$ cat src/inc/kpi_consts.vh
// Constants for the keypad pin interrupt block: register offsets, bit positions, reset values.
// Assumes a 32-bit APB with byte addresses and one register per aligned word.
//
// Notes on behaviour
// - Detection and flag setting continue unchanged while the processor is halted in debug.
// - Status/control bits 7:4 read zero; writes to them do nothing.
// - Status bit 3 is the event flag; writes cannot change it directly.
// - Status bit 2 is a write-only acknowledge; writing 1 asks to clear the flag.
// - Status bit 1 enables the interrupt request when the flag is set.
// - Status bit 0 selects edges only (0) or edges and levels (1).
// - Each pin enable bit makes its pin a source; disabled pins are ignored.
// - Polarity bit 0 means falling edge/low level; 1 means rising edge/high level.
// - Falling edge: sampled high one bus cycle, low the next.
// - Rising edge: sampled low one bus cycle, high the next.
// - Edges count only after all enabled inputs were deasserted since the last edge.
// - A valid edge sets the flag; request raised if interrupt enable set.
// - In edge-and-level mode an asserted level also sets the flag.
// - In level mode acknowledge clears only when all enabled inputs are deasserted.
// - With pull enabled, polarity 0 selects pull-up; polarity 1 selects pull-down on enabled source pins and pull-up on the others.
// - Up to eight independent pin sources, usable as wake-up from wait or stop.
// - Leaving the deepest stop modes returns the block to its reset state.
`ifndef KPI_CONSTS_VH
`define KPI_CONSTS_VH

// ****************************************************************
// Register map
// ****************************************************************
`define KPI_ADDR_W        12
`define KPI_OFS_STATUS    12'h000
`define KPI_OFS_PIN_EN    12'h004
`define KPI_OFS_POLARITY  12'h008

// ****************************************************************
// Status/control fields
// ****************************************************************
`define KPI_BIT_MODE      0
`define KPI_BIT_IRQ_EN    1
`define KPI_BIT_ACK       2
`define KPI_BIT_FLAG      3

// ****************************************************************
// Reset values
// ****************************************************************
`define KPI_RST_BYTE      8'h00
`define KPI_RST_WORD      32'h00000000

`endif

$ cat src/logic/kpi_sync.v
// Two-stage synchroniser, one chain per bit.
// Assumes the inputs are asynchronous to pclk; only the second stage may be read.
`default_nettype none

module kpi_sync #(
    parameter WIDTH = 8
) (
    // Clock and reset
    input  wire             pclk,
    input  wire             presetn,
    // Data
    input  wire [WIDTH-1:0] async_in,
    output wire [WIDTH-1:0] sync_out
);

    genvar i;

    // ****************************************************************
    // Per-bit chains
    // ****************************************************************
    generate
        for (i = 0; i < WIDTH; i = i + 1) begin : g_bit
            reg stage1;
            reg stage2;
            always @(posedge pclk or negedge presetn) begin
                if (!presetn) begin
                    stage1 <= 1'b0;
                    stage2 <= 1'b0;
                end else begin
                    stage1 <= async_in[i];
                    stage2 <= stage1;
                end
            end
            assign sync_out[i] = stage2;
        end
    endgenerate

endmodule

`default_nettype wire

$ cat src/logic/kpi_top.v
// Keypad pin interrupt block: APB register slave, pin edge/level detection, event flag, request.
// Assumes pins are asynchronous to pclk; deep stop exit is signalled on the same clock.
//
// The APB register port and the address map were decided locally.
`include "kpi_consts.vh"
`default_nettype none

module kpi_top #(
    parameter NPINS = 8
) (
    // Clock and reset
    input  wire                   pclk,
    input  wire                   presetn,
    // APB slave
    input  wire                   psel,
    input  wire                   penable,
    input  wire                   pwrite,
    input  wire [`KPI_ADDR_W-1:0] paddr,
    input  wire [31:0]            pwdata,
    input  wire [3:0]             pstrb,
    output reg  [31:0]            prdata,
    output reg                    pready,
    output reg                    pslverr,
    // Pins and port pull control
    input  wire [NPINS-1:0]       keypad_input_pins,
    input  wire [NPINS-1:0]       port_pull_enable,
    output reg  [NPINS-1:0]       pull_up_en,
    output reg  [NPINS-1:0]       pull_down_en,
    // System
    input  wire                   deep_stop_wake,
    output reg                    irq
);

    // ****************************************************************
    // Declarations
    // ****************************************************************
    reg  [NPINS-1:0] pin_source_enable;
    reg  [NPINS-1:0] pin_polarity_select;
    reg              level_detect_select;
    reg              pin_irq_enable;
    reg              pin_event_flag;
    reg  [NPINS-1:0] prev_asserted;
    reg              armed;

    wire [NPINS-1:0] pin_sync;
    wire [NPINS-1:0] asserted_now;
    wire [NPINS-1:0] edge_hit;
    wire             any_asserted;
    wire             any_edge;
    wire             set_event;
    wire             wr_take;
    wire             rd_setup;
    wire             hit_status;
    wire             hit_pin_en;
    wire             hit_polarity;
    wire             hit_any;
    wire             ack_write;
    wire             clear_ok;
    wire [7:0]       status_byte;

    reg  [31:0]      next_prdata;
    reg              next_pready;
    reg              next_pslverr;

    // ****************************************************************
    // Pin synchronisation
    // ****************************************************************
    kpi_sync #(
        .WIDTH    (NPINS)
    ) u_sync (
        .pclk     (pclk),
        .presetn  (presetn),
        .async_in (keypad_input_pins),
        .sync_out (pin_sync)
    );

    // ****************************************************************
    // Detection
    // ****************************************************************
    // An enabled pin is asserted when its synchronised level equals its polarity bit
    assign asserted_now = pin_source_enable & ~(pin_sync ^ pin_polarity_select);

    // Edge: deasserted in the previous bus cycle, asserted in this one
    assign edge_hit     = asserted_now & ~prev_asserted & {NPINS{armed}};

    assign any_asserted = |asserted_now;
    assign any_edge     = |edge_hit;

    // Level mode adds any asserted level as a set source
    assign set_event    = any_edge | (level_detect_select & any_asserted);

    // Detection has no dependence on debug halt, so it keeps running then
    // Re-arm only once every enabled input is back at its deasserted level
    always @(posedge pclk or negedge presetn) begin
        if (!presetn) begin
            prev_asserted <= {NPINS{1'b0}};
            armed         <= 1'b0;
        end else if (deep_stop_wake) begin
            prev_asserted <= {NPINS{1'b0}};
            armed         <= 1'b0;
        end else begin
            prev_asserted <= asserted_now;
            if (any_edge) begin
                armed <= 1'b0;
            end else if (!any_asserted) begin
                armed <= 1'b1;
            end
        end
    end

    // ****************************************************************
    // APB decode
    // ****************************************************************
    assign wr_take      = psel & penable & pready & pwrite;
    assign rd_setup     = psel & ~penable & ~pwrite;
    assign hit_status   = (paddr == `KPI_OFS_STATUS);
    assign hit_pin_en   = (paddr == `KPI_OFS_PIN_EN);
    assign hit_polarity = (paddr == `KPI_OFS_POLARITY);
    assign hit_any      = hit_status | hit_pin_en | hit_polarity;

    // Only the low byte lane carries register bits
    assign ack_write    = wr_take & hit_status & pstrb[0] & pwdata[`KPI_BIT_ACK];

    // In level mode the clear is refused while any enabled pin is asserted
    assign clear_ok     = ~level_detect_select | ~any_asserted;

    // Upper nibble zero, acknowledge always reads zero
    assign status_byte  = {4'h0, pin_event_flag, 1'b0, pin_irq_enable, level_detect_select};

    // ****************************************************************
    // Registers written by software
    // ****************************************************************
    always @(posedge pclk or negedge presetn) begin
        if (!presetn) begin
            pin_source_enable   <= `KPI_RST_BYTE;
            pin_polarity_select <= `KPI_RST_BYTE;
            level_detect_select <= 1'b0;
            pin_irq_enable      <= 1'b0;
        end else if (deep_stop_wake) begin
            pin_source_enable   <= `KPI_RST_BYTE;
            pin_polarity_select <= `KPI_RST_BYTE;
            level_detect_select <= 1'b0;
            pin_irq_enable      <= 1'b0;
        end else if (wr_take && pstrb[0]) begin
            // Bits 7:4 have no storage, so writes there are dropped
            if (hit_status) begin
                level_detect_select <= pwdata[`KPI_BIT_MODE];
                pin_irq_enable      <= pwdata[`KPI_BIT_IRQ_EN];
            end else if (hit_pin_en) begin
                pin_source_enable   <= pwdata[NPINS-1:0];
            end else if (hit_polarity) begin
                pin_polarity_select <= pwdata[NPINS-1:0];
            end
        end
    end

    // ****************************************************************
    // Event flag
    // ****************************************************************
    // A new event in the acknowledge cycle wins, so no event is lost
    always @(posedge pclk or negedge presetn) begin
        if (!presetn) begin
            pin_event_flag <= 1'b0;
        end else if (deep_stop_wake) begin
            pin_event_flag <= 1'b0;
        end else if (set_event) begin
            pin_event_flag <= 1'b1;
        end else if (ack_write && clear_ok) begin
            pin_event_flag <= 1'b0;
        end
    end

    // ****************************************************************
    // Interrupt request and pull control
    // ****************************************************************
    // Request is a level; it follows the flag one cycle later and stays up with it
    always @(posedge pclk or negedge presetn) begin
        if (!presetn) begin
            irq          <= 1'b0;
            pull_up_en   <= {NPINS{1'b0}};
            pull_down_en <= {NPINS{1'b0}};
        end else begin
            irq          <= pin_event_flag & pin_irq_enable & ~deep_stop_wake;
            // Pull-down only replaces the pull-up on pins serving as sources
            pull_down_en <= port_pull_enable & pin_source_enable & pin_polarity_select;
            pull_up_en   <= port_pull_enable & ~(pin_source_enable & pin_polarity_select);
        end
    end

    // ****************************************************************
    // APB response
    // ****************************************************************
    // One wait state: read data is captured in setup, pready rises in the second access cycle
    always @* begin
        next_prdata  = prdata;
        next_pready  = 1'b0;
        next_pslverr = 1'b0;
        if (rd_setup) begin
            if (hit_status) begin
                next_prdata = {24'h000000, status_byte};
            end else if (hit_pin_en) begin
                next_prdata = {{(32-NPINS){1'b0}}, pin_source_enable};
            end else if (hit_polarity) begin
                next_prdata = {{(32-NPINS){1'b0}}, pin_polarity_select};
            end else begin
                next_prdata = `KPI_RST_WORD;
            end
        end
        if (psel && penable && !pready) begin
            next_pready  = 1'b1;
            next_pslverr = ~hit_any;
        end
    end

    always @(posedge pclk or negedge presetn) begin
        if (!presetn) begin
            prdata  <= `KPI_RST_WORD;
            pready  <= 1'b0;
            pslverr <= 1'b0;
        end else begin
            prdata  <= next_prdata;
            pready  <= next_pready;
            pslverr <= next_pslverr;
        end
    end

endmodule

`default_nettype wire

$ cat config.mk
export PLATFORM = sky130hd
export DESIGN_NAME = kpi_top
export DESIGN_NICKNAME = d
export VERILOG_FILES = /design/src/logic/kpi_sync.v /design/src/logic/kpi_top.v
export VERILOG_INCLUDE_DIRS = /design/src /design/src/inc
export SDC_FILE = /design/constraint.sdc
export NUM_CORES = 1
export LEC_CHECK = 0
export BUFFER_PORTS_ARGS = -buffer_cell sky130_fd_sc_hd__buf_2
export CORE_MARGIN = 3
export CORE_UTILIZATION = 35
export CTS_BUF_LIST = sky130_fd_sc_hd__clkbuf_16
export CTS_CLUSTER_SIZE = 40
export DETAILED_ROUTE_END_ITERATION = 6
export PLACE_DENSITY = 0.64
export SLEW_MARGIN = 5
export SYNTH_ARGS = -nofsm -noshare
export SYNTH_HDL_FRONTEND = slang
export SYNTH_SLANG_ARGS = --single-unit
$ cat constraint.sdc
create_clock -name pclk -period 1.9 [get_ports pclk]
set_input_delay 0.19 -clock pclk [delete_from_list [all_inputs] [get_ports pclk]]
set_output_delay 0.19 -clock pclk [all_outputs]
set_load 0.03 [all_outputs]
# After elaboration in Yosys (flattened, before gate mapping)
# Cells that the tools add are included.
[totals] ff_bits=95 latch_bits=0 ramBits=0 romBits=0 input_bits=70 output_inout_bits=51 elab_cells=109 n_memories=0
[classes] addsub=0 n_mul=0 div=0 magnitude_cmp=0 n_eq_ne=5 shifts=0 mux=27 bitwise_logic=32 reduce_logical=16
[ops] op="2-to-1 mux 8 bit" n=13
[ops] op="AND 8 bit" n=7
[ops] op="NOT 8 bit" n=3
[ops] op="OR reduction 8 bit" n=2
[ops] op="2-to-1 mux 1 bit" n=14
[ops] op="== test 12 x 3 -> 1 bit, second input constant" n=1
[ops] op="== test 12 x 4 -> 1 bit, second input constant" n=1
[ops] op="logical NOT 12 bit" n=1
[ops] op="AND 1 bit" n=11
[ops] op="nonzero test 2 bit" n=4
[ops] op="XOR 8 bit" n=1
[ops] op="NOT 1 bit" n=6
[ops] op="logical AND 1 bit" n=4
[ops] op="!= test 2 bit, second input constant" n=2
[ops] op="bitwise OR 1 bit" n=4
[ops] op="AND reduction 4 bit" n=1
[ops] op="!= test 3 x 2 -> 1 bit, second input constant" n=1
[ops] op="AND reduction 3 bit" n=1
[ops] op="nonzero test 3 bit" n=1
[ops] op="AND reduction 2 bit" n=1
[ops] op="logical NOT 1 bit" n=1

# Depth between registers and ports, before layout
[logic_depth] ltp_word=10 depth_mapped=7

# Cells and area by module
# A second synthesis with hierarchy kept.
[unflattened] hier_cells=256 area_unflattened_um2=2989.1
[by_module_without_submodules] mod="kpi_top" instances=1 cells_per_inst=232 area_each_um2=2528.7
[by_module_without_submodules] mod="kpi_sync" instances=1 cells_per_inst=24 area_each_um2=460.4

# Least setup slack after synthesis
# Ideal clock, no wire load.
[synth_timing] path_type="input port to flip-flop" from="in paddr[9]" to="reg pin_event_flag" t_arrival_ns=1.680 t_required_ns=1.774 slack_ns=0.094 cell_stages=5 path_buffers=0 path_cell_list="or4_4 -> nor4_4 -> nand4_1 -> and3_1 -> a311o_1"
[synth_via] elab_chain_len=6
[synth_rtl] item="start, declared" line_no="kpi_top.v:18" rtl="input wire [`KPI_ADDR_W-1:0] paddr,"
[synth_rtl] item="logical NOT 12 bit (no line)"
[synth_rtl] item="AND 1 bit (3 in a row)" line_no="kpi_top.v:122" rtl="assign ack_write = wr_take & hit_status & pstrb[0] & pwdata[`KPI_BIT_ACK];"
[synth_rtl] item="logical AND 1 bit" line_no="kpi_top.v:168" rtl="end else if (ack_write && clear_ok) begin"
[synth_rtl] item="nonzero test 3 bit (no line)"
[synth_rtl] item="end signal, assigned" line_no="kpi_top.v:165" rtl="pin_event_flag <= 1'b0;"
[synth_rtl] item="end signal, assigned" line_no="kpi_top.v:167" rtl="pin_event_flag <= 1'b1;"
[synth_rtl] item="end signal, assigned" line_no="kpi_top.v:169" rtl="pin_event_flag <= 1'b0;"
[synth_rtl] item="end, declared" line_no="kpi_top.v:41" rtl="reg pin_event_flag;"
# No other way between the ends.
# A chain may end at the register's enable or synchronous reset.

# Worst setup path in the final report
[layout_timing] from="reg pin_polarity_select[3]" to="reg pin_event_flag"
[layout_via] elab_chain_len=9 word_cells_on_any_way=15 cone_classes="mux: 2; bitwise: 9; reduce/logical: 4"
[layout_rtl] item="start, declared" line_no="kpi_top.v:38" rtl="reg [NPINS-1:0] pin_polarity_select;"
[layout_rtl] item="start signal, assigned" line_no="kpi_top.v:136" rtl="pin_polarity_select <= `KPI_RST_BYTE;"
[layout_rtl] item="start signal, assigned" line_no="kpi_top.v:141" rtl="pin_polarity_select <= `KPI_RST_BYTE;"
[layout_rtl] item="start signal, assigned" line_no="kpi_top.v:152" rtl="pin_polarity_select <= pwdata[NPINS-1:0];"
[layout_rtl] item="XOR 8 bit *" line_no="kpi_top.v:81" rtl="assign asserted_now = pin_source_enable & ~(pin_sync ^ pin_polarity_select);"
[layout_rtl] item="NOT 8 bit *" line_no="kpi_top.v:81"
[layout_rtl] item="AND 8 bit *" line_no="kpi_top.v:81"
[layout_rtl] item="AND 8 bit (2 in a row)" line_no="kpi_top.v:84" rtl="assign edge_hit = asserted_now & ~prev_asserted & {NPINS{armed}};"
[layout_rtl] item="OR reduction 8 bit" line_no="kpi_top.v:87" rtl="assign any_edge = |edge_hit;"
[layout_rtl] item="bitwise OR 1 bit" line_no="kpi_top.v:90" rtl="assign set_event = any_edge | (level_detect_select & any_asserted);"
[layout_rtl] item="2-to-1 mux 1 bit" line_no="kpi_top.v:166" rtl="end else if (set_event) begin"
[layout_rtl] item="2-to-1 mux 1 bit" line_no="kpi_top.v:164" rtl="end else if (deep_stop_wake) begin"
[layout_rtl] item="end signal, assigned" line_no="kpi_top.v:163" rtl="pin_event_flag <= 1'b0;"
[layout_rtl] item="end signal, assigned" line_no="kpi_top.v:165"
[layout_rtl] item="end signal, assigned" line_no="kpi_top.v:167"
# Mark *: on every way between the ends. The rest lies on a longest branch, timed or not.

==> impl_metrics.toml <==
[yosys]
synth_cells = 248
ys_warn_count = 0
synth_seq_cells = 71
ys_types = 30
syn_avg_cell_area_um2 = 11.81
synth_top_area_frac = 0.6066
yosysSeqAreaShare = 0.6066
dominantRegCellSynth = "dfrtp_1"
syn_area_mm2 = 0.002929
synthTopCellsByArea = "dfrtp_1 61%, mux2i_1 7.2%, buf_4 6.2%"
yosysTopAreaCell = "dfrtp_1"
synthArstFlopShare = 1.000
synth-edff-count = 0

[finish]
drive_gt1_frac = 0.2857
fin_nets = 408
post-route-util = 0.4811
fillCellCount = 746
diodes = 0
areaGrowthSynthToFinish_pct = 30.20

[clocking]
htree_num_levels = 3
holdBufCountCts = 9
cts_setup_buffers = 0
cts-resized-gates = 0
clk_pin_slew_ns = 0.05
cts_tree = "built"
clk_latency_ns = 0.32
cts.sinks = 71
cts-root-buf = "clkbuf_16"
clockBufferDepth = 2
cts-buffers-inserted = 9

[power_and_ir_drop]
p_per_area_mw_per_mm2 = 960.5
comb_power_share = 0.068
intPower_uw = 2891
switching_share = 0.2108
ir_worst_vdd_uv = 495.1
power_frac_seq = 0.424
clkPwrFrac = 0.508
power_switching_uw = 772.2
p_leak_uw = 0.002014

[global_route]
grt_pass1_wl_um = 9832
track_usage = 0.1304
antenna_found_initial = 0
first_global_vias = 1932
overflow = 0
grt_max_degree = 72

[drt]
wl_um = 6043
drt_pre_antenna_iters = 4
wl_per_cell_um = 13.58
viasPerCell = 4.580
drcViolationCount = 0
ant_nets = 0
drt_iter0_drc = 98
via_count = 2038

[critical_path]
reg2reg_depth = 5
path_buf_inv = 0
slowest_stage = "dfrtp_1"
crit_path_start_kind = "register"
crit_path_end_kind = "register"
ff2ff_setup_slack_ns = 0.30
rr_startpoint = "pin_polarity_select[3]"
cp.required_ns = 2.10
max_stage_delay_ns = 0.46
critPathTopFamily = "compound AO/OA/AOI/OAI gates"
rr_endpoint = "pin_event_flag"
crit_type = "register to register"
crit_start = "pin_polarity_select[3]"
cp.arrival_ns = 1.80
worstPathCellList = "xnor2_1 > a32oi_1 > o221a_2 > a311oi_1 > a311o_1"
cp_max_fo = 5

[timing]
holdWs_ns = 0.1104
setup_tns_ns = 0
slew_violations = 0
min_period_ns = 1.596
skew_ns = 0.005035
post-route-period-util = 0.8402
finalSetupViolations = 0
hold_violations = 0
fmax_mhz = 626.4
worst_slack_ns = 0.3036
rsz0062_at_grt = "no"

[floorplan]
die_w_um = 97.48
row_count = 32
io_pins = 121
fp.dieH_um = 97.48
dieArea_mm2 = 0.009502
initial_core_util = 0.3695
core_area_mm2 = 0.007928

[placement]
place_congestion = 0.8068
dp_hpwl_um = 4436
port_buffers = 69
dp_slack_ns = 0.01573

[run]
drv_cap = 0

[min_path]
hold_end = "pull_down_en[1]"
min_path_cells = 2
worstHoldStart = "port_pull_enable[1]"
hold_path.class = "input port to register"

[run_status]
outcome = "finished clean"
==> registers in the layout (all words and copies together), names as in the netlist, 8 cells and up <==
name,flops
u_sync.g_bit.stage1,8
prev_asserted,8
pull_down_en,8
prdata,8
pin_source_enable,8
u_sync.g_bit.stage2,8
pin_polarity_select,8
pull_up_en,8
==> cell usage in the layout, fill, tap and decap left out, types with 5 or more instances in the layout <==
| cell | instances |
|---|---|
| nor2_1 | 27 |
| buf_4 | 6 |
| buf_2 | 69 |
| mux2i_1 | 21 |
| dlygate4sd3_1 | 9 |
| conb_1 | 24 |
| and3_1 | 12 |
| nand2_1 | 22 |
| dfrtp_1 | 71 |
| clkbuf_16 | 9 |
| xnor2_1 | 8 |
| a22oi_1 | 9 |
| o21ai_0 | 6 |
| a21boi_0 | 9 |
| o31ai_1 | 5 |
==> through the flow <==
stage	cells	total power, µW	cell area [µm²]
after global placement	420	1816	3387
after detailed placement	420	1820	3387
final	445	3663	3814
after floorplan	271	1747	3015
after CTS	445	3710	3814
after global routing	445	3808	3814
==> kinds of logic after synthesis <==
kind of cell / count (synthesis) / synth area share
muxes: 21 / 0.07176
AOI/OAI and AO/OA: 37 / 0.09184
xor gates and xnor gates: 8 / 0.02392
DFF: 71 / 0.6066
and+or+nand+nor: 76 / 0.1303
other: 1 / 0.001280
buffers and inverters: 34 / 0.07433
==> layout make-up <==
cell class / instances / area (µm²) / area share
clock inverter: 7 / 111.4 / 0.02920
tap: 102 / 127.6 / 0.03346
sequential: 71 / 1777 / 0.4659
clock buffer: 9 / 225.2 / 0.05906
multi-input combinational: 166 / 1021 / 0.2677
timing repair buffer: 87 / 540.5 / 0.1417
inverter: 3 / 11.26 / 0.002953
==> metal layers <==
| metal | part of all wire | GRT usage | up-vias |
|---|---|---|---|
| met3 | 0.077 | 0.04882 | 4 |
| met1 | 0.44 | 0.1724 | 970 |
| met4 | 0.0084 | 0.05005 | 0 |
| met2 | 0.47 | 0.1945 | 76 |
| li1 | - | - | 988 |
| met5 | 0 | 0 | - |
==> power groups by stage <==
stage	Combinational (µW)	Clock (µW)	Sequential [µW]
2_1_floorplan	146	0	1600
3_5_place_dp	240	0	1580
5_1_grt	274	1980	1550
6_report	250	1860	1550
4_1_cts	254	1900	1550
3_3_place_gp	237	0	1580
==> worst max path at each step <==
stage,endpoint,slack [ns],depth (start not counted)
4_1_cts,pin_event_flag,0.30,5
6_report,pin_event_flag,0.30,5
2_1_floorplan,pin_event_flag,0.09,5
3_3_place_gp,pin_event_flag,0.02,7
5_1_grt,pin_event_flag,0.22,5
3_5_place_dp,pin_event_flag,0.02,7
==> cell usage after synthesis (all sizes together) (2+ instances only) <==
cell,instances
nand4,3
and3,12
o31ai,5
nor2b,3
nand2,22
mux2i,21
o21ai,7
nand3,4
nor2,27
inv,3
buf,24
clkbuf,7
xnor2,8
or4,2
o22a,2
dfrtp,71
a22oi,9
a21boi,9
==> worst reg2reg max path: stages, from the launching register on <==
cell and delay (ns):
dfrtp_1 0.46, xnor2_1 0.20, a32oi_1 0.19, o221a_2 0.23, a311oi_1 0.09, a311o_1 0.32
Power figures use the tool's default switching activity.
